===== src/verilog/ocx_pkg.sv =====
package ocx_pkg;

  // Target address upper bits
  localparam logic [2:0] ADDR_HI = 3'b110;

  // Register selectors
  localparam logic [7:0] REG_PART = 8'h50;
  localparam logic [7:0] REG_NOM = 8'h52;
  localparam logic [7:0] REG_LOT = 8'h56;
  localparam logic [7:0] REG_DATE = 8'h57;
  localparam logic [7:0] REG_PULL = 8'h61;
  localparam logic [7:0] REG_RANGE = 8'h62;
  localparam logic [7:0] REG_AGING = 8'h63;
  localparam logic [7:0] REG_RAMP = 8'h64;
  localparam logic [7:0] REG_UPTIME = 8'hA0;
  localparam logic [7:0] REG_TEMP = 8'hA1;
  localparam logic [7:0] REG_VSUP = 8'hA3;
  localparam logic [7:0] REG_HEAT = 8'hA7;
  localparam logic [7:0] REG_TOTAL = 8'hAB;
  localparam logic [7:0] REG_ERR = 8'hAE;
  localparam logic [7:0] REG_STAB = 8'hAF;
  localparam logic [7:0] REG_TERR = 8'hB0;
  localparam logic [7:0] REG_PTGT = 8'hB1;

  // Register group bounds
  localparam logic [7:0] DESC_LO = 8'h50;
  localparam logic [7:0] DESC_HI = 8'h57;
  localparam logic [7:0] CTL_LO = 8'h60;
  localparam logic [7:0] CTL_HI = 8'h6F;
  localparam logic [7:0] STAT_LO = 8'hA0;
  localparam logic [7:0] STAT_HI = 8'hB1;

  // Register sizes in bytes
  localparam logic [8:0] SZ_PART = 9'h100;
  localparam logic [8:0] SZ_TEXT = 9'h020;
  localparam logic [8:0] SZ_WORD = 9'h004;
  localparam int TXT_BYTES = 32;

  // Control values after reset
  localparam logic [31:0] RST_PULL = 32'h0000_0000;
  localparam logic [31:0] RST_RANGE = 32'h3727_C5AC;
  localparam logic [31:0] RST_AGING = 32'h0000_0000;
  localparam logic [31:0] RST_RAMP = 32'h3727_C5AC;

  // Float layout
  localparam int FLT_SIGN = 31;
  localparam int FLT_EXP_LSB = 23;
  localparam logic [8:0] FLT_BIAS = 9'h07F;

  // Clock stretch for the byte fetch
  localparam int CLK_NS = 5;
  localparam int STRETCH_NS = 40;
  localparam logic [3:0] STRETCH_CYC = 4'((STRETCH_NS + CLK_NS - 1) / CLK_NS);

  typedef enum logic [2:0] {
    ST_IDLE, ST_ADDR, ST_ADDR_ACK, ST_WRITE, ST_WRITE_ACK, ST_READ, ST_READ_ACK, ST_DONE
  } ocx_state_e;

  typedef struct packed {
    logic [31:0] pull;
    logic [31:0] range;
    logic [31:0] aging;
    logic [31:0] ramp;
  } ocx_ctl_s;

  typedef struct packed {
    logic [31:0] uptime;
    logic [31:0] temp;
    logic [31:0] vsup;
    logic [31:0] heater;
    logic [31:0] total;
    logic [31:0] err;
    logic [31:0] stable;
    logic [31:0] temp_err;
    logic [31:0] pwr_tgt;
  } ocx_stat_s;

  typedef struct packed {
    logic negative;
    logic is_zero;
    logic raise;
    logic lower;
    logic signed [8:0] exp_unb;
    logic [23:0] mant;
  } ocx_pull_s;

  // Group of a selector, 0 when outside every group
  function automatic logic [1:0] grp_of(input logic [7:0] s);
    if (s >= DESC_LO && s <= DESC_HI) grp_of = 2'h1;
    else if (s >= CTL_LO && s <= CTL_HI) grp_of = 2'h2;
    else if (s >= STAT_LO && s <= STAT_HI) grp_of = 2'h3;
    else grp_of = 2'h0;
  endfunction

  // Byte size of a selector; reserved ones read as one zero word
  function automatic logic [8:0] size_of(input logic [7:0] s);
    if (s == REG_PART) size_of = SZ_PART;
    else if (s == REG_NOM || s == REG_LOT || s == REG_DATE) size_of = SZ_TEXT;
    else size_of = SZ_WORD;
  endfunction

endpackage


===== src/verilog/ocx_i2c_port.sv =====
`timescale 1ns/1ps
`default_nettype none
module ocx_i2c_port
  import ocx_pkg::*;
#(
  parameter logic [255:0] PART_TEXT = "OCXO-PART-0",
  parameter logic [255:0] NOM_TEXT = "10.000000MHz",
  parameter logic [255:0] LOT_TEXT = "LOT0-SN0",
  parameter logic [255:0] DATE_TEXT = "DATE0"
)(
  // Clock and reset
  input wire logic clk,
  input wire logic rst_n,
  // Bus clock pin
  input wire logic scl_i,
  output logic scl_o,
  output logic scl_oe,
  // Bus data pin
  input wire logic sda_i,
  output logic sda_o,
  output logic sda_oe,
  // Address strap
  input wire logic [3:0] addr_opt,
  // Device side
  input wire ocx_stat_s stat,
  output ocx_ctl_s ctl,
  output ocx_pull_s pull_info,
  output logic ctl_upd
);

  ocx_state_e state_r;
  logic [2:0] scl_s_r;
  logic [2:0] sda_s_r;
  logic scl_q_r;
  logic sda_q_r;
  logic [6:0] own_r;
  logic [3:0] bit_cnt_r;
  logic [7:0] shift_r;
  logic [7:0] tx_r;
  logic rw_r;
  logic ack_seen_r;
  logic first_r;
  logic wrote_r;
  logic exhaust_r;
  logic [7:0] sel_r;
  logic [8:0] idx_r;
  logic [3:0] stretch_r;
  logic sda_oe_r;
  logic ctl_upd_r;
  ocx_ctl_s ctl_r;
  ocx_pull_s pull_r;

  logic scl_rise;
  logic scl_fall;
  logic sda_rise;
  logic sda_fall;
  logic start_ev;
  logic stop_ev;
  logic byte_in;
  logic rd_adv;
  logic [7:0] nb;

  // Word byte, least significant first
  function automatic logic [7:0] word_byte(input logic [31:0] w, input logic [8:0] i);
    if (i < SZ_WORD) word_byte = w[8*i[1:0] +: 8];
    else word_byte = 8'h00;
  endfunction

  // Text byte, leading pad skipped, zero past the end
  function automatic logic [7:0] text_byte(input logic [255:0] t, input logic [8:0] i);
    int lead;
    int pos;
    lead = 0;
    for (int k = 0; k < TXT_BYTES; k++) begin
      if (lead == k && t[8*(TXT_BYTES-1-k) +: 8] == 8'h00) lead = k + 1;
    end
    pos = lead + int'(i);
    text_byte = 8'h00;
    if (pos < TXT_BYTES) text_byte = t[8*(TXT_BYTES-1-pos) +: 8];
  endfunction

  // Byte returned for a selector and index
  function automatic logic [7:0] rd_byte(input logic [7:0] s, input logic [8:0] i,
                                         input ocx_ctl_s c, input ocx_stat_s st);
    if (s == REG_PART) rd_byte = text_byte(PART_TEXT, i);
    else if (s == REG_NOM) rd_byte = text_byte(NOM_TEXT, i);
    else if (s == REG_LOT) rd_byte = text_byte(LOT_TEXT, i);
    else if (s == REG_DATE) rd_byte = text_byte(DATE_TEXT, i);
    else if (s == REG_PULL) rd_byte = word_byte(c.pull, i);
    else if (s == REG_RANGE) rd_byte = word_byte(c.range, i);
    else if (s == REG_AGING) rd_byte = word_byte(c.aging, i);
    else if (s == REG_RAMP) rd_byte = word_byte(c.ramp, i);
    else if (s == REG_UPTIME) rd_byte = word_byte(st.uptime, i);
    else if (s == REG_TEMP) rd_byte = word_byte(st.temp, i);
    else if (s == REG_VSUP) rd_byte = word_byte(st.vsup, i);
    else if (s == REG_HEAT) rd_byte = word_byte(st.heater, i);
    else if (s == REG_TOTAL) rd_byte = word_byte(st.total, i);
    else if (s == REG_ERR) rd_byte = word_byte(st.err, i);
    else if (s == REG_STAB) rd_byte = word_byte(st.stable, i);
    else if (s == REG_TERR) rd_byte = word_byte(st.temp_err, i);
    else if (s == REG_PTGT) rd_byte = word_byte(st.pwr_tgt, i);
    else rd_byte = 8'h00;
  endfunction

  // Pin synchronisers, a level counts once stages two and three agree
  always_ff @(posedge clk) begin
    if (!rst_n) begin
      scl_s_r <= 3'h7;
      sda_s_r <= 3'h7;
      scl_q_r <= 1'b1;
      sda_q_r <= 1'b1;
    end else begin
      scl_s_r <= {scl_s_r[1:0], scl_i};
      sda_s_r <= {sda_s_r[1:0], sda_i};
      if (scl_s_r[1] == scl_s_r[2]) scl_q_r <= scl_s_r[2];
      if (sda_s_r[1] == sda_s_r[2]) sda_q_r <= sda_s_r[2];
    end
  end

  // Bus events
  assign scl_rise = (scl_s_r[1] == scl_s_r[2]) && scl_s_r[2] && !scl_q_r;
  assign scl_fall = (scl_s_r[1] == scl_s_r[2]) && !scl_s_r[2] && scl_q_r;
  assign sda_rise = (sda_s_r[1] == sda_s_r[2]) && sda_s_r[2] && !sda_q_r;
  assign sda_fall = (sda_s_r[1] == sda_s_r[2]) && !sda_s_r[2] && sda_q_r;
  assign start_ev = sda_fall && scl_q_r && !scl_fall;
  assign stop_ev = sda_rise && scl_q_r && !scl_fall;
  assign byte_in = (state_r == ST_WRITE) && scl_fall && (bit_cnt_r == 4'h8);
  assign rd_adv = (state_r == ST_READ_ACK) && scl_rise && !sda_q_r;
  assign nb = rd_byte(sel_r, idx_r, ctl_r, stat);

  // Strap capture while reset is held
  always_ff @(posedge clk) begin
    if (!rst_n) own_r <= {ADDR_HI, addr_opt};
  end

  // Protocol state and data line drive
  always_ff @(posedge clk) begin
    if (!rst_n) begin
      state_r <= ST_IDLE;
      bit_cnt_r <= 4'h0;
      shift_r <= 8'h00;
      tx_r <= 8'h00;
      rw_r <= 1'b0;
      ack_seen_r <= 1'b0;
      sda_oe_r <= 1'b0;
    end else if (start_ev) begin
      state_r <= ST_ADDR;
      bit_cnt_r <= 4'h0;
      sda_oe_r <= 1'b0;
    end else if (stop_ev) begin
      state_r <= ST_IDLE;
      sda_oe_r <= 1'b0;
    end else begin
      case (state_r)
        ST_ADDR, ST_WRITE: begin
          if (scl_rise && bit_cnt_r != 4'h8) begin
            shift_r <= {shift_r[6:0], sda_q_r};
            bit_cnt_r <= bit_cnt_r + 4'h1;
          end else if (scl_fall && bit_cnt_r == 4'h8) begin
            bit_cnt_r <= 4'h0;
            if (state_r == ST_WRITE) begin
              state_r <= ST_WRITE_ACK;
              sda_oe_r <= 1'b1;
            end else if (shift_r[7:1] == own_r) begin
              state_r <= ST_ADDR_ACK;
              rw_r <= shift_r[0];
              sda_oe_r <= 1'b1;
            end else begin
              state_r <= ST_IDLE;
            end
          end
        end
        ST_ADDR_ACK: begin
          if (scl_fall) begin
            if (rw_r) begin
              state_r <= ST_READ;
              tx_r <= nb;
              sda_oe_r <= !nb[7];
            end else begin
              state_r <= ST_WRITE;
              sda_oe_r <= 1'b0;
            end
          end
        end
        ST_WRITE_ACK: begin
          if (scl_fall) begin
            state_r <= ST_WRITE;
            sda_oe_r <= 1'b0;
          end
        end
        ST_READ: begin
          if (scl_fall) begin
            if (bit_cnt_r == 4'h7) begin
              state_r <= ST_READ_ACK;
              sda_oe_r <= 1'b0;
            end else begin
              bit_cnt_r <= bit_cnt_r + 4'h1;
              sda_oe_r <= !tx_r[3'(4'h6 - bit_cnt_r)];
            end
          end
        end
        ST_READ_ACK: begin
          if (scl_rise) ack_seen_r <= !sda_q_r;
          if (scl_fall) begin
            bit_cnt_r <= 4'h0;
            if (ack_seen_r && !exhaust_r) begin
              state_r <= ST_READ;
              tx_r <= nb;
              sda_oe_r <= !nb[7];
            end else begin
              state_r <= ST_DONE;
            end
          end
        end
        default: begin
          sda_oe_r <= 1'b0;
        end
      endcase
    end
  end

  // Register pointer: selector, byte index, group end
  always_ff @(posedge clk) begin
    if (!rst_n) begin
      sel_r <= 8'h00;
      idx_r <= 9'h000;
      first_r <= 1'b0;
      exhaust_r <= 1'b0;
    end else if (start_ev) begin
      first_r <= 1'b1;
      idx_r <= 9'h000;
      exhaust_r <= 1'b0;
    end else if (byte_in) begin
      if (first_r) begin
        sel_r <= shift_r;
        first_r <= 1'b0;
      end else if (idx_r != SZ_PART) begin
        idx_r <= idx_r + 9'h001;
      end
    end else if (rd_adv) begin
      if (idx_r + 9'h001 < size_of(sel_r)) begin
        idx_r <= idx_r + 9'h001;
      end else if (grp_of(sel_r) != 2'h0 && grp_of(sel_r + 8'h01) == grp_of(sel_r)) begin
        sel_r <= sel_r + 8'h01;
        idx_r <= 9'h000;
      end else begin
        exhaust_r <= 1'b1;
      end
    end
  end

  // Control register writes, byte lanes least significant first
  always_ff @(posedge clk) begin
    if (!rst_n) begin
      ctl_r <= '{pull: RST_PULL, range: RST_RANGE, aging: RST_AGING, ramp: RST_RAMP};
      wrote_r <= 1'b0;
      ctl_upd_r <= 1'b0;
    end else begin
      ctl_upd_r <= stop_ev && wrote_r;
      if (start_ev || stop_ev) wrote_r <= 1'b0;
      if (byte_in && !first_r && idx_r < SZ_WORD) begin
        if (sel_r == REG_PULL) ctl_r.pull[8*idx_r[1:0] +: 8] <= shift_r;
        else if (sel_r == REG_RANGE) ctl_r.range[8*idx_r[1:0] +: 8] <= shift_r;
        else if (sel_r == REG_AGING) ctl_r.aging[8*idx_r[1:0] +: 8] <= shift_r;
        else if (sel_r == REG_RAMP) ctl_r.ramp[8*idx_r[1:0] +: 8] <= shift_r;
        if (sel_r >= REG_PULL && sel_r <= REG_RAMP) wrote_r <= 1'b1;
      end
    end
  end

  // Pull offset decode: sign, unbiased exponent, mantissa, direction
  always_ff @(posedge clk) begin
    if (!rst_n) begin
      pull_r <= '0;
      pull_r.is_zero <= 1'b1;
    end else begin
      pull_r.negative <= ctl_r.pull[FLT_SIGN];
      pull_r.is_zero <= (ctl_r.pull[30:0] == 31'h0000_0000);
      pull_r.exp_unb <= $signed({1'b0, ctl_r.pull[30:FLT_EXP_LSB]}) - $signed(FLT_BIAS);
      pull_r.mant <= {(ctl_r.pull[30:FLT_EXP_LSB] != 8'h00), ctl_r.pull[22:0]};
      pull_r.raise <= !ctl_r.pull[FLT_SIGN] && (ctl_r.pull[30:0] != 31'h0000_0000);
      pull_r.lower <= ctl_r.pull[FLT_SIGN] && (ctl_r.pull[30:0] != 31'h0000_0000);
    end
  end

  // Clock stretch while each read byte is fetched
  always_ff @(posedge clk) begin
    if (!rst_n) begin
      stretch_r <= 4'h0;
    end else if (scl_fall && ((state_r == ST_ADDR_ACK && rw_r)
                 || (state_r == ST_READ_ACK && ack_seen_r && !exhaust_r))) begin
      stretch_r <= STRETCH_CYC;
    end else if (stretch_r != 4'h0) begin
      stretch_r <= stretch_r - 4'h1;
    end
  end

  // Open-drain pins only ever pull low; target only, drives the clock only to stretch it
  assign scl_o = 1'b0;
  assign scl_oe = (stretch_r != 4'h0);
  assign sda_o = 1'b0;
  assign sda_oe = sda_oe_r;
  assign ctl = ctl_r;
  assign pull_info = pull_r;
  assign ctl_upd = ctl_upd_r;

endmodule
`default_nettype wire


===== config.mk =====
export PLATFORM = sky130hd
export DESIGN_NAME = ocx_i2c_port
export DESIGN_NICKNAME = d
export VERILOG_FILES = /design/src/verilog/ocx_pkg.sv /design/src/verilog/ocx_i2c_port.sv
export SDC_FILE = /design/constraint.sdc
export NUM_CORES = 1
export LEC_CHECK = 0
export BUFFER_PORTS_ARGS = -buffer_cell sky130_fd_sc_hd__buf_4
export CORE_ASPECT_RATIO = 2
export CORE_UTILIZATION = 35
export CTS_CLUSTER_DIAMETER = 50
export DETAILED_ROUTE_END_ITERATION = 12
export GPL_TIMING_DRIVEN = 1
export PLACE_DENSITY = 0.68
export SLEW_MARGIN = 20
export SYNTH_ARGS = -nofsm -noshare
export SYNTH_HDL_FRONTEND = slang
export SYNTH_SLANG_ARGS = --single-unit

===== constraint.sdc =====
create_clock -name clk -period 11.7 [get_ports clk]
set_clock_uncertainty 0.2 [all_clocks]
set_input_delay 0.585 -clock clk [delete_from_list [all_inputs] [get_ports clk]]
set_output_delay 0.585 -clock clk [all_outputs]
set_load 0.02 [all_outputs]

==> results.cfg <==
[status]
outcome = finished, final reports clean

[yosys]
ys_ff_latch = 228
async_reset_ff_share_pct = 0
synth_ff_type = dfxtp_1
yosys_warnings = 0
syn-instance-count = 1646
synth-edff-count = 4
syn_area_um2 = 14520
syn_area_per_cell_um2 = 8.821
ys_seq_area_share_pct = 31.71
yosysUniqueCellTypes = 83

[place]
place_congestion = 1.019
io_buffers = 463
hpwl_mm = 57.87

[grt]
first_global_vias = 15579
grt_use_total_pct = 33.70
antenna_found_initial = 6
grt_max_degree = 95
grt_pass1_wl_mm = 105.0
gr-total-overflow = 0

[timing]
finalSetupViolations = 0
fin_crit_sh_pct = 39.79
slew_headroom_pct = 28.80
drv_slew = 0
tightest_slew_ns = 1.054
grt_setup_unrepaired = no
tns_ns = 0
hold_viol_final = 0
fmax_ghz = 0.2148
fin_crit_ns = 4.656

[clocking]
post_cts_resized = 0
insertion_delay_ns = 0.56
htreeDepth = 1
clock-root-buffer = clkbuf_16
cts_tree = yes
cts.clk_slew.worst_paths_ns = 0.07
clkSinkCount = 228
cts_buffer_depth = 3
cts_inserted_buffers = 25

[flow_run]
cap_violations = 0

[critical_path]
slowest_delay_ns = 1.02
criticalPathCategory = reg2reg
required_ns = 11.96
worstPathCellList = inv_1 > ha_1 > nand2_1 > nand3_1 > nor3_2 > nand2_1 > or2_2 > a21oi_1
critPathMaxFanout = 20
cp-end-kind = register
worstSetupStartpointType = register
critPathSlowestCell = nor3_2
path_common_cell = nand2_1
worstPathArrival_ns = 4.92

[routing]
wire_per_inst_um = 28.49
dr.pass1.iters = 7
routed_wirelength_mm = 73.35
drc_errors = 0
initialDrtViolationCount = 1323
via_count = 15710
vias_per_cell = 6.101
drtAntennaViolNets = 0

[power_and_ir_drop]
power_density_nw_per_um2 = 92.42
leakagePower_nw = 7.794
ir_worst_vdd_mv = 0.1164

[layout]
nNetsFinal = 2355
area_delta_synth_final_pct = 31.27
drive_gt1_share_pct = 32.47
layout_commonest_cell = buf_4
layout_common_cells = buf_4, nand2_1, dfxtp_1
postLayoutCoreUtil_pct = 46.50
seq_area_um2 = 4612
multi_input_area_um2 = 9204
nFillCells = 4034

[floorplanning]
start_util_pct = 35.42
die_y_um = 290.0
die-area_um2 = 42350
ios = 466
core_area_um2 = 40990
fp-row-count = 105
die_width_um = 146.0

[min_path]
holdCritPathClass = in2reg
## synth_stat cells, types with 9 or more instances
master,count,share of area [%]
or3_1,10,0.43
and2_1,39,1.7
xor2_1,16,0.97
nand4_1,21,0.90
nand3_1,71,2.4
inv_1,32,0.83
a22o_1,10,0.60
a211oi_1,9,0.47
xnor2_1,17,1.0
dfxtp_1,224,31
o21ai_0,49,1.7
o21a_1,9,0.47
nand2b_1,22,0.95
nor3_1,28,0.97
a31oi_1,13,0.56
nor2_1,146,3.8
and3_1,16,0.69
nor4_1,15,0.65
buf_1,10,0.26
mux2i_1,48,3.3
nor2b_1,15,0.65
mux4_2,106,16
a21oi_1,127,4.4
buf_4,9,0.47
ha_1,33,2.8
nand2_1,235,6.1
a22oi_1,15,0.78
o211ai_1,37,1.9
clkbuf_1,76,2.0
buf_2,34,1.2
## cell families after synthesis
logic type               count (synthesis)  share of synthesized area [%]
other                                    1                        0.02583
AND/OR/NAND/NOR                        678                          22.87
flip-flops                             228                          31.71
adder cells (fa/ha/maj)                 33                          2.844
AO/OA/AOI/OAI                          352                          15.70
XOR/XNOR                                33                          1.991
buffers and inverters                  167                          5.102
multiplexers                           154                          19.75
## where the power goes
group | internal (mW) | switching [mW]
sequential | 0.786 | 0.00641
combinational | 0.0996 | 0.0753
clock | 0.427 | 0.367
## sequential cells by signal, summed over array words and instances, names as in the netlist
| name | flops |
|---|---|
| sel_r | 8 |
| own_r | 4 |
| state_r | 3 |
| rw_r | 1 |
| wrote_r | 1 |
| sda_s_r | 3 |
| idx_r | 9 |
| ctl_upd | 1 |
| ack_seen_r | 1 |
| tx_r | 8 |
| pull_info | 37 |
| ctl | 128 |
| exhaust_r | 1 |
| first_r | 1 |
| sda_oe | 1 |
| scl_s_r | 3 |
| scl_q_r | 1 |
| stretch_r | 4 |
| bit_cnt_r | 4 |
| shift_r | 8 |
| sda_q_r | 1 |
## worst max-delay path: cells and delay by family, from the launching register on
family	cells	cell delay [ns]
compound gates	1	0.13
simple gates	5	2.70
buf+inv	1	0.38
fa+ha+maj	1	0.34
flops	1	0.81
## layout make-up
type,instances,area share [%]
Antenna cell,1,0.01313
Timing Repair Buffer,486,19.22
Multi-Input combinational cell,1252,48.29
Inverter,33,0.6565
Sequential cell,228,24.20
Clock buffer,27,3.374
Clock inverter,13,0.7287
Tap cell,535,3.512
## metrics by stage
stage / hold slack [ns] / cell area, µm² / total power, mW / setup slack, ns / std cells
6_report: 0.007290 / 19060 / 1.761 / 7.044 / 2575
5_1_grt: 0.008120 / 19060 / 1.809 / 6.750 / 2574
4_1_cts: 0.003838 / 19060 / 1.765 / 7.113 / 2574
3_5_place_dp: 0.2018 / 18260 / 0.9826 / 7.115 / 2533
3_3_place_gp: 0.1972 / 18260 / 0.9786 / 7.156 / 2532
2_1_floorplan: 0.1863 / 14520 / 0.8733 / 7.913 / 1647
## layer usage
layer | track usage [%] | wire length [µm] | vias up
met5 | 0 | 46 | -
met4 | 24.62 | 6269 | 8
met3 | 5.865 | 5404 | 246
met2 | 59.98 | 36710 | 983
met1 | 35.35 | 24920 | 7648
li1 | - | - | 6825
## path summary, 6_finish.rpt
kind	start	to	slack (ns)	cells past startpoint
worst min-delay path	addr_opt[1]	own_r[1]$_DFFE_PN_	0.007	1
worst max-delay path	idx_r[3]$_SDFFE_PP0P_	ctl[101]$_SDFFE_PN0P_	7.04	8
worst max register to register	idx_r[3]$_SDFFE_PP0P_	ctl[101]$_SDFFE_PN0P_	7.04	8
worst min register to register	scl_s_r[0]$_SDFF_PN1_	scl_s_r[1]$_SDFF_PN1_	0.21	1
## repair_timing
item / CTS / global route
hold endpoints to repair: 1 / 0
buffers inserted: 0 / 0
hold buffers: 1 / 0
(Power assumes the default switching activity.)
